===== config.mk =====
export PLATFORM = sky130hd
export DESIGN_NAME = uib_irq_bank
export DESIGN_NICKNAME = d
export VERILOG_FILES = /design/src/uib_pkg.sv /design/src/uib_irq_bank.sv
export VERILOG_INCLUDE_DIRS = /design/src
export SDC_FILE = /design/constraint.sdc
export NUM_CORES = 1
export LEC_CHECK = 0
export BUFFER_PORTS_ARGS = -buffer_cell sky130_fd_sc_hd__buf_4
export CORE_ASPECT_RATIO = 0.5
export CORE_MARGIN = 10
export CORE_UTILIZATION = 40
export CTS_CLUSTER_SIZE = 30
export DETAILED_ROUTE_END_ITERATION = 16
export PLACE_DENSITY = 0.69
export SLEW_MARGIN = 20
export SYNTH_ARGS = -nofsm -noshare
export SYNTH_HDL_FRONTEND = slang
export SYNTH_SLANG_ARGS = --single-unit

===== constraint.sdc =====
create_clock -name clk_sys_in -period 2.4 [get_ports clk_sys_in]
set_input_delay 0 -clock clk_sys_in [delete_from_list [all_inputs] [get_ports clk_sys_in]]
set_output_delay 0 -clock clk_sys_in [all_outputs]
set_load 0.1 [all_outputs]

===== src/uib_defines.svh =====
`ifndef UIB_DEFINES_SVH
`define UIB_DEFINES_SVH

// ----------------------------------------
// Register indices, byte address = 4 * index
// ----------------------------------------
`define UIB_IDX_EP8_FIFO_REQ 16'hE657
`define UIB_IDX_IBN_EN 16'hE658
`define UIB_IDX_IBN_REQ 16'hE659
`define UIB_IDX_NAK_EN 16'hE65A
`define UIB_IDX_NAK_REQ 16'hE65B
`define UIB_IDX_BUS_EN 16'hE65C
`define UIB_IDX_BUS_REQ 16'hE65D
`define UIB_IDX_EP_EN 16'hE65E
`define UIB_IDX_EP_REQ 16'hE65F
`define UIB_IDX_WAVE_EN 16'hE660
`define UIB_IDX_WAVE_REQ 16'hE661
`define UIB_IDX_ERR_EN 16'hE662
`define UIB_IDX_ERR_REQ 16'hE663
`define UIB_IDX_ERR_CNT_LIM 16'hE664
`define UIB_IDX_ERR_CNT_CLR 16'hE665
`define UIB_IDX_BUS_VEC 16'hE666
`define UIB_IDX_FIFO_VEC 16'hE667
`define UIB_IDX_SETUP 16'hE668
`define UIB_IDX_IRQ_STATUS 16'hE669
`define UIB_IDX_IRQ_MASK 16'hE66A

// ----------------------------------------
// Field positions and reset values
// ----------------------------------------
`define UIB_SETUP_BUS_AV_BIT 3
`define UIB_SETUP_SRC_BIT 1
`define UIB_SETUP_FIFO_AV_BIT 0
`define UIB_SETUP_MASK 8'h0B
`define UIB_NAK_COMBINED_BIT 0
`define UIB_LIMIT_RESET 4'h4
`define UIB_ST_BUS_BIT 0
`define UIB_ST_FIFO_BIT 1
`define UIB_ST_LIMIT_BIT 2

`endif


===== src/uib_pkg.sv =====
package uib_pkg;

  // Event pulses from the endpoint, bus and waveform logic
  typedef struct packed {
    logic [2:0] ep8_flag;
    logic [5:0] in_bulk_nak;
    logic [5:0] ping_nak;
    logic [6:0] bus_evt;
    logic [7:0] ep_evt;
    logic [1:0] wave;
    logic [3:0] iso_err;
    logic bus_error;
  } uib_events_t;

  // Lines and vectors toward the core
  typedef struct packed {
    logic int2;
    logic int4;
    logic bus_av_en;
    logic fifo_av_en;
    logic [4:0] bus_vec;
    logic [3:0] fifo_vec;
  } uib_core_t;

endpackage


===== src/uib_irq_bank.sv =====
`timescale 1ns/10ps
`include "uib_defines.svh"
// ----------------------------------------
// Summary of operation
// ----------------------------------------
// Summary of operation
// - A one written to a request bit clears it, a zero does nothing, and software never sets one.
// - The endpoint 8 FIFO flag request holds level, empty and full bits in 2:0, upper bits zero, reset zero.
// - IN bulk NAK enable and request bits exist for endpoints 0,1,2,4,6,8 in bits 0-5, bits 7:6 zero.
// - Ping-NAK requests for endpoints 8,6,4,2,1,0 sit in bits 7:2, and bit 0 is the combined IN bulk NAK.
// - Bus event enable and request bits occupy bits 6:0 and bit 7 reads zero.
// - Endpoint event enable and request bits cover 8,6,4,2,1out,1in,0out,0in from bit 7 down, reset zero.
// - Waveform request bit 1 marks a hook point and bit 0 marks return to idle.
// - An isochronous error on endpoint 8, 6, 4 or 2 sets request bits 7:4.
// - A 4-bit error count sits in 7:4 with a limit in 3:0 defaulting to 4, and reaching it sets request bit 0.
// - Any write with byte lane 0 to the count clear register zeroes the error count; it is write only.
// - The bus vector register shows a 5-bit source code in bits 6:2, other bits zero.
// - The FIFO vector register shows a 4-bit source code in bits 5:2, other bits zero.
// - The setup register holds bus autovector enable in bit 3, line source in bit 1, FIFO autovector in bit 0.
// - With source select 0 the second line follows its pin, with 1 it follows FIFO and waveform requests.
module uib_irq_bank (
  // Clock and reset
  input wire logic clk_sys_in,
  input wire logic rst_in,
  // Wishbone slave
  input wire logic wb_cyc_in,
  input wire logic wb_stb_in,
  input wire logic wb_we_in,
  input wire logic [31:0] wb_adr_in,
  input wire logic [3:0] wb_sel_in,
  input wire logic [31:0] wb_dat_in,
  output logic [31:0] wb_dat_out,
  output logic wb_ack_out,
  // Event sources
  input wire uib_pkg::uib_events_t events_in,
  input wire logic [2:0] ep8_fifo_flag_enable_in,
  input wire logic int4_pin_in,
  // Toward the core
  output uib_pkg::uib_core_t core_out,
  output logic irq_out
);

  // ----------------------------------------
  // Bus decode
  // ----------------------------------------
  logic ack_r;
  logic [31:0] rdata_r;
  logic [15:0] idx;
  logic aligned;
  logic req_new;
  logic acc;
  logic [7:0] wdat;
  logic [7:0] rd_value;

  assign idx = wb_adr_in[17:2];
  assign aligned = (wb_adr_in[31:18] == 14'h0000) && (wb_adr_in[1:0] == 2'h0);
  assign req_new = wb_cyc_in && wb_stb_in && !ack_r;
  // Effects land on the edge where the master samples ack
  assign acc = wb_cyc_in && wb_stb_in && ack_r;
  assign wdat = wb_dat_in[7:0];

  function automatic logic wr_hit(input logic a, input logic we, input logic s0, input logic ok,
                                  input logic [15:0] i, input logic [15:0] t);
    wr_hit = a && we && s0 && ok && (i == t);
  endfunction

  function automatic logic [7:0] w1c(input logic [7:0] cur, input logic [7:0] set, input logic [7:0] clr);
    // Set wins over a clear in the same cycle
    w1c = (cur & ~clr) | set;
  endfunction

  // Lowest set bit gives the source code; zero when idle
  function automatic logic [4:0] lowest(input logic [31:0] v);
    lowest = 5'h00;
    for (int k = 31; k >= 0; k--) begin
      if (v[k]) begin
        lowest = k[4:0];
      end
    end
  endfunction

  logic w_ep8, w_ibn_en, w_ibn, w_nak_en, w_nak, w_bus_en, w_bus, w_ep_en, w_ep;
  logic w_wave_en, w_wave, w_err_en, w_err, w_lim, w_clr, w_setup, w_mask;
  assign w_ep8 = wr_hit(acc, wb_we_in, wb_sel_in[0], aligned, idx, `UIB_IDX_EP8_FIFO_REQ);
  assign w_ibn_en = wr_hit(acc, wb_we_in, wb_sel_in[0], aligned, idx, `UIB_IDX_IBN_EN);
  assign w_ibn = wr_hit(acc, wb_we_in, wb_sel_in[0], aligned, idx, `UIB_IDX_IBN_REQ);
  assign w_nak_en = wr_hit(acc, wb_we_in, wb_sel_in[0], aligned, idx, `UIB_IDX_NAK_EN);
  assign w_nak = wr_hit(acc, wb_we_in, wb_sel_in[0], aligned, idx, `UIB_IDX_NAK_REQ);
  assign w_bus_en = wr_hit(acc, wb_we_in, wb_sel_in[0], aligned, idx, `UIB_IDX_BUS_EN);
  assign w_bus = wr_hit(acc, wb_we_in, wb_sel_in[0], aligned, idx, `UIB_IDX_BUS_REQ);
  assign w_ep_en = wr_hit(acc, wb_we_in, wb_sel_in[0], aligned, idx, `UIB_IDX_EP_EN);
  assign w_ep = wr_hit(acc, wb_we_in, wb_sel_in[0], aligned, idx, `UIB_IDX_EP_REQ);
  assign w_wave_en = wr_hit(acc, wb_we_in, wb_sel_in[0], aligned, idx, `UIB_IDX_WAVE_EN);
  assign w_wave = wr_hit(acc, wb_we_in, wb_sel_in[0], aligned, idx, `UIB_IDX_WAVE_REQ);
  assign w_err_en = wr_hit(acc, wb_we_in, wb_sel_in[0], aligned, idx, `UIB_IDX_ERR_EN);
  assign w_err = wr_hit(acc, wb_we_in, wb_sel_in[0], aligned, idx, `UIB_IDX_ERR_REQ);
  assign w_lim = wr_hit(acc, wb_we_in, wb_sel_in[0], aligned, idx, `UIB_IDX_ERR_CNT_LIM);
  assign w_clr = wr_hit(acc, wb_we_in, wb_sel_in[0], aligned, idx, `UIB_IDX_ERR_CNT_CLR);
  assign w_setup = wr_hit(acc, wb_we_in, wb_sel_in[0], aligned, idx, `UIB_IDX_SETUP);
  assign w_mask = wr_hit(acc, wb_we_in, wb_sel_in[0], aligned, idx, `UIB_IDX_IRQ_MASK);

  // ----------------------------------------
  // Enable registers
  // ----------------------------------------
  logic [5:0] ibn_en_r;
  logic [7:0] nak_en_r, bus_en_r, ep_en_r, err_en_r, setup_r;
  logic [1:0] wave_en_r;
  logic [3:0] limit_r;

  always_ff @(posedge clk_sys_in) begin
    if (rst_in) begin
      ibn_en_r <= 6'h00;
      nak_en_r <= 8'h00;
      bus_en_r <= 8'h00;
      ep_en_r <= 8'h00;
      wave_en_r <= 2'h0;
      err_en_r <= 8'h00;
    end else begin
      if (w_ibn_en) ibn_en_r <= wdat[5:0];
      if (w_nak_en) nak_en_r <= wdat & 8'hFD;
      if (w_bus_en) bus_en_r <= wdat & 8'h7F;
      if (w_ep_en) ep_en_r <= wdat;
      if (w_wave_en) wave_en_r <= wdat[1:0];
      if (w_err_en) err_en_r <= wdat & 8'hF1;
    end
  end

  always_ff @(posedge clk_sys_in) begin
    if (rst_in) begin
      setup_r <= 8'h00;
    end else if (w_setup) begin
      setup_r <= wdat & `UIB_SETUP_MASK;
    end
  end

  // ----------------------------------------
  // Request registers
  // ----------------------------------------
  logic [7:0] ep8_req_r, ibn_req_r, nak_req_r, bus_req_r, ep_req_r, wave_req_r, err_req_r;
  logic ibn_any;
  logic limit_hit;

  // Any enabled IN bulk NAK event feeds the combined bit
  assign ibn_any = |(events_in.in_bulk_nak & ibn_en_r);

  always_ff @(posedge clk_sys_in) begin
    if (rst_in) begin
      ep8_req_r <= 8'h00;
      ibn_req_r <= 8'h00;
      nak_req_r <= 8'h00;
      bus_req_r <= 8'h00;
      ep_req_r <= 8'h00;
      wave_req_r <= 8'h00;
      err_req_r <= 8'h00;
    end else begin
      ep8_req_r <= w1c(ep8_req_r, {5'h00, events_in.ep8_flag}, w_ep8 ? wdat : 8'h00);
      ibn_req_r <= w1c(ibn_req_r, {2'h0, events_in.in_bulk_nak}, w_ibn ? wdat : 8'h00);
      nak_req_r <= w1c(nak_req_r, {events_in.ping_nak, 1'b0, ibn_any}, w_nak ? wdat : 8'h00);
      bus_req_r <= w1c(bus_req_r, {1'b0, events_in.bus_evt}, w_bus ? wdat : 8'h00);
      ep_req_r <= w1c(ep_req_r, events_in.ep_evt, w_ep ? wdat : 8'h00);
      wave_req_r <= w1c(wave_req_r, {6'h00, events_in.wave}, w_wave ? wdat : 8'h00);
      err_req_r <= w1c(err_req_r, {events_in.iso_err, 3'h0, limit_hit}, w_err ? wdat : 8'h00);
    end
  end

  // ----------------------------------------
  // Error counter
  // ----------------------------------------
  logic [3:0] err_cnt_r;
  logic [3:0] err_cnt_nxt;

  // Saturates so a long error burst cannot wrap past the limit
  assign err_cnt_nxt = (err_cnt_r == 4'hF) ? err_cnt_r : err_cnt_r + 4'h1;
  assign limit_hit = events_in.bus_error && (err_cnt_r != 4'hF) && (err_cnt_nxt == limit_r);

  always_ff @(posedge clk_sys_in) begin
    if (rst_in) begin
      err_cnt_r <= 4'h0;
    end else if (w_clr) begin
      err_cnt_r <= 4'h0;
    end else if (events_in.bus_error) begin
      err_cnt_r <= err_cnt_nxt;
    end
  end

  always_ff @(posedge clk_sys_in) begin
    if (rst_in) begin
      limit_r <= `UIB_LIMIT_RESET;
    end else if (w_lim) begin
      limit_r <= wdat[3:0];
    end
  end

  // ----------------------------------------
  // Lines and vectors
  // ----------------------------------------
  logic [7:0] bus_pend, ep_pend, nak_pend, err_pend;
  logic [4:0] fifo_pend;
  logic int2_line, fifo_line;
  logic [4:0] bus_code;
  logic [3:0] fifo_code;

  assign bus_pend = bus_req_r & bus_en_r;
  assign ep_pend = ep_req_r & ep_en_r;
  assign nak_pend = nak_req_r & nak_en_r;
  assign err_pend = err_req_r & err_en_r;
  assign fifo_pend = {wave_req_r[1:0] & wave_en_r, ep8_req_r[2:0] & ep8_fifo_flag_enable_in};
  assign int2_line = |{bus_pend, ep_pend, nak_pend, err_pend};
  assign fifo_line = |fifo_pend;
  // Bus, endpoint, nak, error groups in falling priority
  assign bus_code = lowest({5'h00, err_pend[7:4], err_pend[0], nak_pend[7:2], nak_pend[0], ep_pend,
                            bus_pend[6:0]});
  assign fifo_code = 4'(lowest({27'h0000000, fifo_pend}));

  always_comb begin
    core_out.int2 = int2_line;
    core_out.int4 = setup_r[`UIB_SETUP_SRC_BIT] ? fifo_line : int4_pin_in;
    core_out.bus_av_en = setup_r[`UIB_SETUP_BUS_AV_BIT];
    core_out.fifo_av_en = setup_r[`UIB_SETUP_FIFO_AV_BIT];
    core_out.bus_vec = bus_code;
    core_out.fifo_vec = fifo_code;
  end

  // ----------------------------------------
  // Block status and mask
  // ----------------------------------------
  logic [2:0] st_r, mask_r, st_set;
  logic [2:0] st_clr_r;
  logic int2_d_r, fifo_d_r;

  always_ff @(posedge clk_sys_in) begin
    if (rst_in) begin
      int2_d_r <= 1'b0;
      fifo_d_r <= 1'b0;
    end else begin
      int2_d_r <= int2_line;
      fifo_d_r <= fifo_line;
    end
  end

  assign st_set = {limit_hit, fifo_line && !fifo_d_r, int2_line && !int2_d_r};

  always_ff @(posedge clk_sys_in) begin
    if (rst_in) begin
      st_r <= 3'h0;
    end else if (acc && !wb_we_in && aligned && idx == `UIB_IDX_IRQ_STATUS) begin
      // Clear only what the read captured; later sets survive
      st_r <= (st_r & ~st_clr_r) | st_set;
    end else begin
      st_r <= st_r | st_set;
    end
  end

  always_ff @(posedge clk_sys_in) begin
    if (rst_in) begin
      mask_r <= 3'h0;
    end else if (w_mask) begin
      mask_r <= wdat[2:0];
    end
  end

  assign irq_out = |(st_r & mask_r);

  // ----------------------------------------
  // Read mux and ack
  // ----------------------------------------
  always_comb begin
    rd_value = 8'h00;
    if (aligned) begin
      unique case (idx)
        `UIB_IDX_EP8_FIFO_REQ: rd_value = ep8_req_r;
        `UIB_IDX_IBN_EN: rd_value = {2'h0, ibn_en_r};
        `UIB_IDX_IBN_REQ: rd_value = ibn_req_r;
        `UIB_IDX_NAK_EN: rd_value = nak_en_r;
        `UIB_IDX_NAK_REQ: rd_value = nak_req_r;
        `UIB_IDX_BUS_EN: rd_value = bus_en_r;
        `UIB_IDX_BUS_REQ: rd_value = bus_req_r;
        `UIB_IDX_EP_EN: rd_value = ep_en_r;
        `UIB_IDX_EP_REQ: rd_value = ep_req_r;
        `UIB_IDX_WAVE_EN: rd_value = {6'h00, wave_en_r};
        `UIB_IDX_WAVE_REQ: rd_value = wave_req_r;
        `UIB_IDX_ERR_EN: rd_value = err_en_r;
        `UIB_IDX_ERR_REQ: rd_value = err_req_r;
        `UIB_IDX_ERR_CNT_LIM: rd_value = {err_cnt_r, limit_r};
        `UIB_IDX_BUS_VEC: rd_value = {1'b0, bus_code, 2'h0};
        `UIB_IDX_FIFO_VEC: rd_value = {2'h0, fifo_code, 2'h0};
        `UIB_IDX_SETUP: rd_value = setup_r;
        `UIB_IDX_IRQ_STATUS: rd_value = {5'h00, st_r};
        `UIB_IDX_IRQ_MASK: rd_value = {5'h00, mask_r};
        default: rd_value = 8'h00; // clear register and unmapped read zero
      endcase
    end
  end

  always_ff @(posedge clk_sys_in) begin
    if (rst_in) begin
      ack_r <= 1'b0;
      rdata_r <= 32'h00000000;
      st_clr_r <= 3'h0;
    end else begin
      ack_r <= req_new;
      if (req_new) begin
        rdata_r <= {24'h000000, rd_value};
        st_clr_r <= st_r;
      end
    end
  end

  assign wb_ack_out = ack_r;
  assign wb_dat_out = rdata_r;
endmodule


Yosys cells after proc, flatten, opt, wreduce, memory -nomap -nowiden. Index checks and enable logic that the tools add are counted.

Bitwise gates (word level): 33. Reduce and logical (&&, ||, !) cells: 42. Mux-type cells: 44. Add/sub/neg operators: 1. Equality and inequality tests: 23.

Operators by type and width (number): 16-bit equality test, second input constant (20); 8-bit case mux with 19 select lines (1); 5-bit two-way mux (27); 8-bit AND (10); 8-bit two-way mux (8); 8-bit inverter (7); 32-bit OR reduction (1); 1-bit logical AND (31); 8-bit bitwise OR (3); 4-bit two-way mux (5); 14-bit zero test (1); 3-bit AND (3); 8-bit by 7-bit AND with 8-bit output (1); 8-bit by 2-bit bitwise OR with 8-bit output (1); 8-bit by 3-bit bitwise OR with 8-bit output (1); 8-bit by 6-bit bitwise OR with 8-bit output (1); 8-bit by 7-bit bitwise OR with 8-bit output (1); 6-bit AND (1); 3-bit two-way mux (2); 3-bit bitwise OR (2); 6-bit OR reduction (1); 5-bit OR reduction (1); 4-bit by 1-bit adder with 4-bit output, second input constant (1); 4-bit equality test (1); other kinds (9) (12).

Register bits after elaboration: 122. Input port bits: 114.

Depth between registers and ports, before layout. Gate-level depths: netlist of the first run.

Word-level depth: 30. Depth in mapped cells: 9.

Worst setup path after synthesis of the first run. No wires, ideal clock.

Path kind: register to register. Start point: register ep_req_r[0]. End point: register rdata_r[5] (netlist: wb_dat_out[5]). Stages on the path, launching flop included: 6. Slack: -0.740 ns. Setup time: 0.087 ns. Path buffers: 0. Arrival time: 3.053 ns. Cell sequence: dfxtp_1 -> a22o_1 -> or4b_1 -> a21oi_1 -> a211oi_1 -> a211oi_1.

RTL lines: from (decl) (line uib_irq_bank.sv:139) `logic [7:0] ep8_req_r, ibn_req_r, nak_req_r, bus_req_r, ep_req_r, wave_req_r, err_req_r;`; from (signal assigned) (line uib_irq_bank.sv:160) `ep_req_r <= w1c(ep_req_r, events_in.ep_evt, w_ep ? wdat : 8'h00);`; to (signal assigned) (line uib_irq_bank.sv:303) `rdata_r <= {24'h000000, rd_value};`; to (decl) (line uib_irq_bank.sv:47) `logic [31:0] rdata_r;`.

==> results.yml, run 1 <==
setup_path:
  cpPeakStageDelay_ps: 560
  path_cells: "a22o_1, or4b_4, or3_4, nor3_4, inv_2, buf_12"
  cp_data_required_time_ps: 2400
  path_max_fanout: 4
  crit_family: "simple AND/OR/NAND/NOR gates"
  critPathCaptureType: "output pin"
  critPathBufInv: 2
  cpMaxStageDelayCell: "or4b_4"
  arrival_ps: 2360
  critPathKind: "flip-flop to output pin"
  startpoint_type: "flip-flop"
power:
  power.switching_mw: 1.452
  swShare: 0.2612
  p_total_mw: 5.560
  power_frac_comb: 0.121
  leakagePower_nw: 3.650
  p_int_mw: 4.107
  pwr-share-seq: 0.387
  p_per_area_nw_per_um2: 601.6
  clockPowerShare: 0.491
  peakVddDrop_mv: 0.3284
drt:
  routedWlPerCell_um: 22.35
  first_iter_violations: 999
  wirelength_um: 27620
  firstDrtPassIters: 8
  detail_route.vias_per_cell: 5.871
  vias: 7256
  drc: 0
  ant_nets: 0
synthesis:
  yosysMostFrequentCell: "nand2_1"
  syn_area_um2: 6812
  synth_edf_count: 0
  synthTopCellsByArea: "dfxtp_1, a21oi_1, nand2_1"
  async_reset_ff_frac: 0
  syn_avg_cell_area_um2: 8.389
  ys_seq_elements: 122
  netlist_instances: 812
  synth.distinct_cells: 65
  synth.top_cells.by_count: "nand2_1, dfxtp_1, a21oi_1"
  ys.warnings.count: 0
  synth_seq_area_share: 0.3586
  synth_flop_cell: "dfxtp_1"
  synth_top_area_frac: 0.3586
  synth_top_area_cell: "dfxtp_1"
cts:
  clk_pin_slew_ps: 60
  clock-sinks: 122
  cts_tree: "yes"
  cts_buffer_depth: 2
  clkLatencyLatePin_ps: 420
  cts-root-buf: "clkbuf_16"
  numCtsBuffers: 17
  cts.htree.levels: 4
finish:
  final_util: 0.5595
  design_area_um2: 9241
  area_growth_pct: 35.67
  final_net_count: 1111
  fill_cells: 1531
  drive_above_1_share: 0.2468
  n_antenna_cell: 0
global_routing:
  grt_max_degree: 45
  grt_overflow: 0
  antenna_found_initial: 0
  track_usage: 0.2320
  grt_pass1_vias: 7037
  grt_first_pass_wirelength_um: 41790
outcome:
  status: "finished clean"
floorplan:
  die_h_um: 112.3
  core_area_um2: 16520
  fp.dieArea_um2: 22970
  fp-row-count: 33
  start_util: 0.4124
  ios: 161
  fp.dieW_um: 204.5
timing:
  worstMarginPinSlew_ps: 735.1
  slew_violations: 0
  skew_ps: 11.96
  hold_viol: 0
  relSlewSlack: 0.5081
  period_share: 0.9837
  setup_viol: 0
  setup_ws_ps: 39.02
  max_freq_mhz: 423.6
  rsz0062_at_grt: "false"
  period_minus_slack_ps: 2361
placement:
  dp_hpwl_um: 20410
  dpl_cell_area_um2: 7941
  gp_congestion: 0.9792
  portBuffers: 108
  pre_cts_ws_ps: 96.85
job:
  drv_cap: 0
min_path:
  min_path_type: "primary input to flip-flop"
[per-layer routing]
metal	global-route usage	vias to the layer above	wire, µm
li1	-	3312	-
met1	0.3337	3448	12310
met2	0.3427	450	11750
met3	0.04765	46	3141
met4	0.05934	0	420
met5	0	-	0
[final timing paths]
| check | startpoint | endpoint | slack (ps) | cells after the start |
|---|---|---|---|---|
| worst min register to register | ep8_req_r[6]$_SDFF_PP0_ | ep8_req_r[6]$_SDFF_PP0_ | 450 | 2 |
| worst max register to register | bus_req_r[4]$_SDFF_PP0_ | st_r[0]$_SDFF_PP0_ | 210 | 7 |
| worst min-delay path | ep8_fifo_flag_enable_in[0] | fifo_d_r$_SDFF_PP0_ | 20 | 5 |
| worst max-delay path | bus_req_r[4]$_SDFF_PP0_ | core_out[12] | 40 | 6 |
[through the flow]
stage / setup TNS (ps) / instances / hold WS [ps]
global placement: 0 / 1140 / 203.5
floorplan: -103.8 / 836 / 117.4
detailed placement: 0 / 1140 / 211.2
global route: 0 / 1236 / 52.64
CTS: -37.63 / 1235 / 7.173
finish: 0 / 1236 / 19.82
[power by group through the flow]
stage               clock (mW)  combinational (mW)  sequential [mW]
floorplan                    0               0.419             2.16
global placement             0               0.570             2.19
detailed placement           0               0.575             2.19
CTS                       2.75               0.659             2.15
global route              2.84               0.711             2.16
finish                    2.73               0.675             2.15
[cells in the final DEF (no fill, tap or decap), drive strengths merged, types with 8 or more instances in the layout]
cell type / netlist / final
mux2i: 23 / 23
nor3: 8 / 8
a22oi: 25 / 25
a221oi: 12 / 12
conb: 1 / 25
a21oi: 105 / 105
nand2b: 22 / 22
nand4: 12 / 12
nor2: 73 / 73
clkbuf: 27 / 20
nand3: 46 / 46
buf: 51 / 162
and2: 12 / 12
nand2: 123 / 123
a222oi: 9 / 9
dlygate4sd3: 0 / 57
nor4: 33 / 33
dfxtp: 122 / 122
a22o: 18 / 18
[kinds of logic (layout without fill, tap and decap cells)]
kind of cell	after synthesis	count (layout)	share of synthesized area
and+or+nand+nor	372	372	0.3282
other	1	25	0.0005505
buffers and inverters	82	255	0.06815
adders and majority gates	1	1	0.001837
muxes	24	24	0.03545
xor gates and xnor gates	6	6	0.007716
DFF	122	122	0.3586
AOI/OAI and AO/OA	204	204	0.1995
[layout make-up]
type	count	area (µm²)	share of cell area
Inverter	4	15.01	0.001625
Tap cell	227	284.0	0.03073
Clock buffer	20	456.7	0.04942
Sequential cell	122	2452	0.2654
Timing Repair Buffer	219	1815	0.1965
Multi-Input combinational cell	632	4046	0.4379
Clock inverter	12	171.4	0.01855
[worst reg2reg max path, stage by stage (launching register included)]
cell and delay [ps]:
dfxtp_2 340, a22o_1 240, or4b_4 560, or3_4 380, nor3_4 190, buf_4 160
a2bb2oi_1 140, nor2_1 50
[timing repair]
action	in CTS	in global routing
pin swaps	6	3
hold buffers	57	0
buffers inserted	7	1
setup endpoints to repair	2	4
endpoints found under the hold margin	94	0
resized for setup	13	3
[sequential cells by signal, summed over array words and instances, names as in the netlist, 4 cells and up]
register,cells
err_req_r,8
ep8_req_r,8
ibn_req_r,8
err_en_r,5
limit_r,4
err_cnt_r,4
wb_dat_out,8
bus_req_r,8
ep_req_r,8
nak_en_r,7
nak_req_r,8
ep_en_r,8
bus_en_r,7
wave_req_r,8
ibn_en_r,6
Note: power is estimated with default switching activity, not from simulation.
==> inputs of run 2 (changes only) <==
Clock period 2.4 ns to 3 ns, I/O delays scaled along.
==> run 2 against run 1 <==
Die area unchanged. Non-clock buffer count down 18. Sequential share of layout area up 0.47 points. Clock skew down 2.4 ps. Sequential power down 20%. Critical path depth unchanged. Flip-flop and latch count unchanged. Register-to-register slack better by 170 ps. Critical path type unchanged. Via count down 0.73%. Utilization down 1.2 points. Power down 21%. Combinational power down 20%.
==> results.yml, run 2 (same netlist as run 1, synthesis figures left out) <==
outcome:
  status: "finished clean"
power:
  p_per_area_nw_per_um2: 486.2
  power_frac_comb: 0.124
  pwr-share-seq: 0.392
  leakagePower_nw: 3.529
  peakVddDrop_mv: 0.3058
  power.switching_mw: 1.203
  clockPowerShare: 0.485
  p_total_mw: 4.397
  swShare: 0.2737
  p_int_mw: 3.193
finish:
  final_net_count: 1093
  design_area_um2: 9042
  drive_above_1_share: 0.2119
  final_util: 0.5475
  area_growth_pct: 32.75
  fill_cells: 1550
  layout_commonest_cell: "buf_4"
  n_antenna_cell: 0
  multiInputGateArea_um2: 4008
  instances_no_fill: 1218
  seq_area_um2: 2442
  layout_common_cells: "buf_4, nand2_1, dfxtp_1, a21oi_1, nor2_1"
global_routing:
  track_usage: 0.2324
  antenna_found_initial: 0
  grt_first_pass_wirelength_um: 41400
  grt_max_degree: 68
  grt_overflow: 0
  grt_pass1_vias: 6820
timing:
  setup_ws_ps: 168.6
  period_minus_slack_ps: 2831
  relSlewSlack: 0.4343
  rsz0062_at_grt: "false"
  fin_hold_ws_ps: 115.0
  slew_violations: 0
  worstMarginPinSlew_ps: 846.4
  tns_ps: 0
  skew_ps: 9.561
  setup_viol: 0
  max_freq_mhz: 353.2
  period_share: 0.9438
  hold_viol: 0
cts:
  clock-sinks: 122
  cts.htree.levels: 4
  cts_tree: "yes"
  clkLatencyLatePin_ps: 420
  cts_buffer_depth: 2
  numCtsBuffers: 17
  clk_pin_slew_ps: 60
  cts-root-buf: "clkbuf_16"
  post_cts_buffers: 0
floorplan:
  fp-row-count: 33
  die_h_um: 112.3
  fp.dieArea_um2: 22970
  ios: 161
  start_util: 0.4124
  fp.dieW_um: 204.5
  core_area_um2: 16520
drt:
  wirelength_um: 27650
  firstDrtPassIters: 6
  first_iter_violations: 956
  vias: 7203
  detail_route.vias_per_cell: 5.914
  routedWlPerCell_um: 22.70
  ant_nets: 0
  drc: 0
setup_path:
  rrSetupSlack_ps: 380
  path_cells: "a22o_1, or4b_1, or3_4, nor3_1, inv_1, buf_4"
  startpoint_type: "flip-flop"
  critPathCaptureType: "output pin"
  crit-reg2reg-launch: "wb_ack_out$_SDFF_PP0_"
  setup.worst_path.start: "ep_req_r[0]$_SDFF_PP0_"
  cp_data_required_time_ps: 3000
  arrival_ps: 2830
  cpMaxStageDelayCell: "or4b_1"
  cpPeakStageDelay_ps: 600
  worst-r2r-cell-count: 6
  critPathKind: "flip-flop to output pin"
  reg2reg_to: "bus_req_r[2]$_SDFF_PP0_"
  path_max_fanout: 4
placement:
  dpl_cell_area_um2: 7782
  pre_cts_ws_ps: 579.8
  gp_congestion: 0.9933
  portBuffers: 108
  dpl.cell_count: 1121
  dp_hpwl_um: 19930
min_path:
  hold_path_end: "st_clr_r[0]$_SDFFE_PP0P_"
  min_path_type: "primary input to flip-flop"
  hp-start: "rst_in"
  whs_path_depth: 2
job:
  drv_cap: 0
[run 2: cell types whose count changed in the layout (fill, tap and decap cells not counted), sizes merged]
cell,before,now
inv,4,5
clkbuf,20,23
clkinvlp,3,5
dlygate4sd3,57,65
buf,162,136
clkinv,5,1
bufinv,4,2
[run 2: power by group through the flow]
stage               clock network (mW)  logic (mW)  registers [mW]
floorplan                            0       0.335            1.73
global placement                     0       0.451            1.75
detailed placement                   0       0.459            1.75
CTS                               2.14       0.531            1.72
global route                      2.21       0.571            1.72
finish                            2.13       0.543            1.72
[run 2: timing repair]
item,CTS,global route
resized for setup,0,0
hold buffers,65,0
endpoints found under the hold margin,94,0
[run 2: cell type report]
class	count	area share
clock buffers	23	0.05507
clock inverters	9	0.01231
inverters	4	0.001660
multi-input cells	632	0.4432
flip-flops and latches	122	0.2701
well taps	227	0.03141
repair buffers	201	0.1862
[run 2: worst max path at each step]
stage	to	cells past startpoint
after CTS	core_out[12]	6
final	core_out[12]	6
after floorplan	limit_r[2]$_SDFFE_PP1P_	6
after global placement	st_r[0]$_SDFF_PP0_	6
after global routing	core_out[12]	6
after detailed placement	st_r[0]$_SDFF_PP0_	6
[run 2: layer usage]
layer,global-route usage,part of all wire,up-vias
met4,0.06523,0.019,0
met5,0,0,-
met2,0.3473,0.43,431
met1,0.3182,0.43,3438
li1,-,-,3279
met3,0.06602,0.12,55
[run 2: critical path, delay by kind of cell (launching register included)]
kind / cells / cell delay [ps]
AOI/OAI and AO/OA: 1 / 310
and+or+nand+nor: 3 / 1390
buffers and inverters: 2 / 330
DFF: 1 / 390
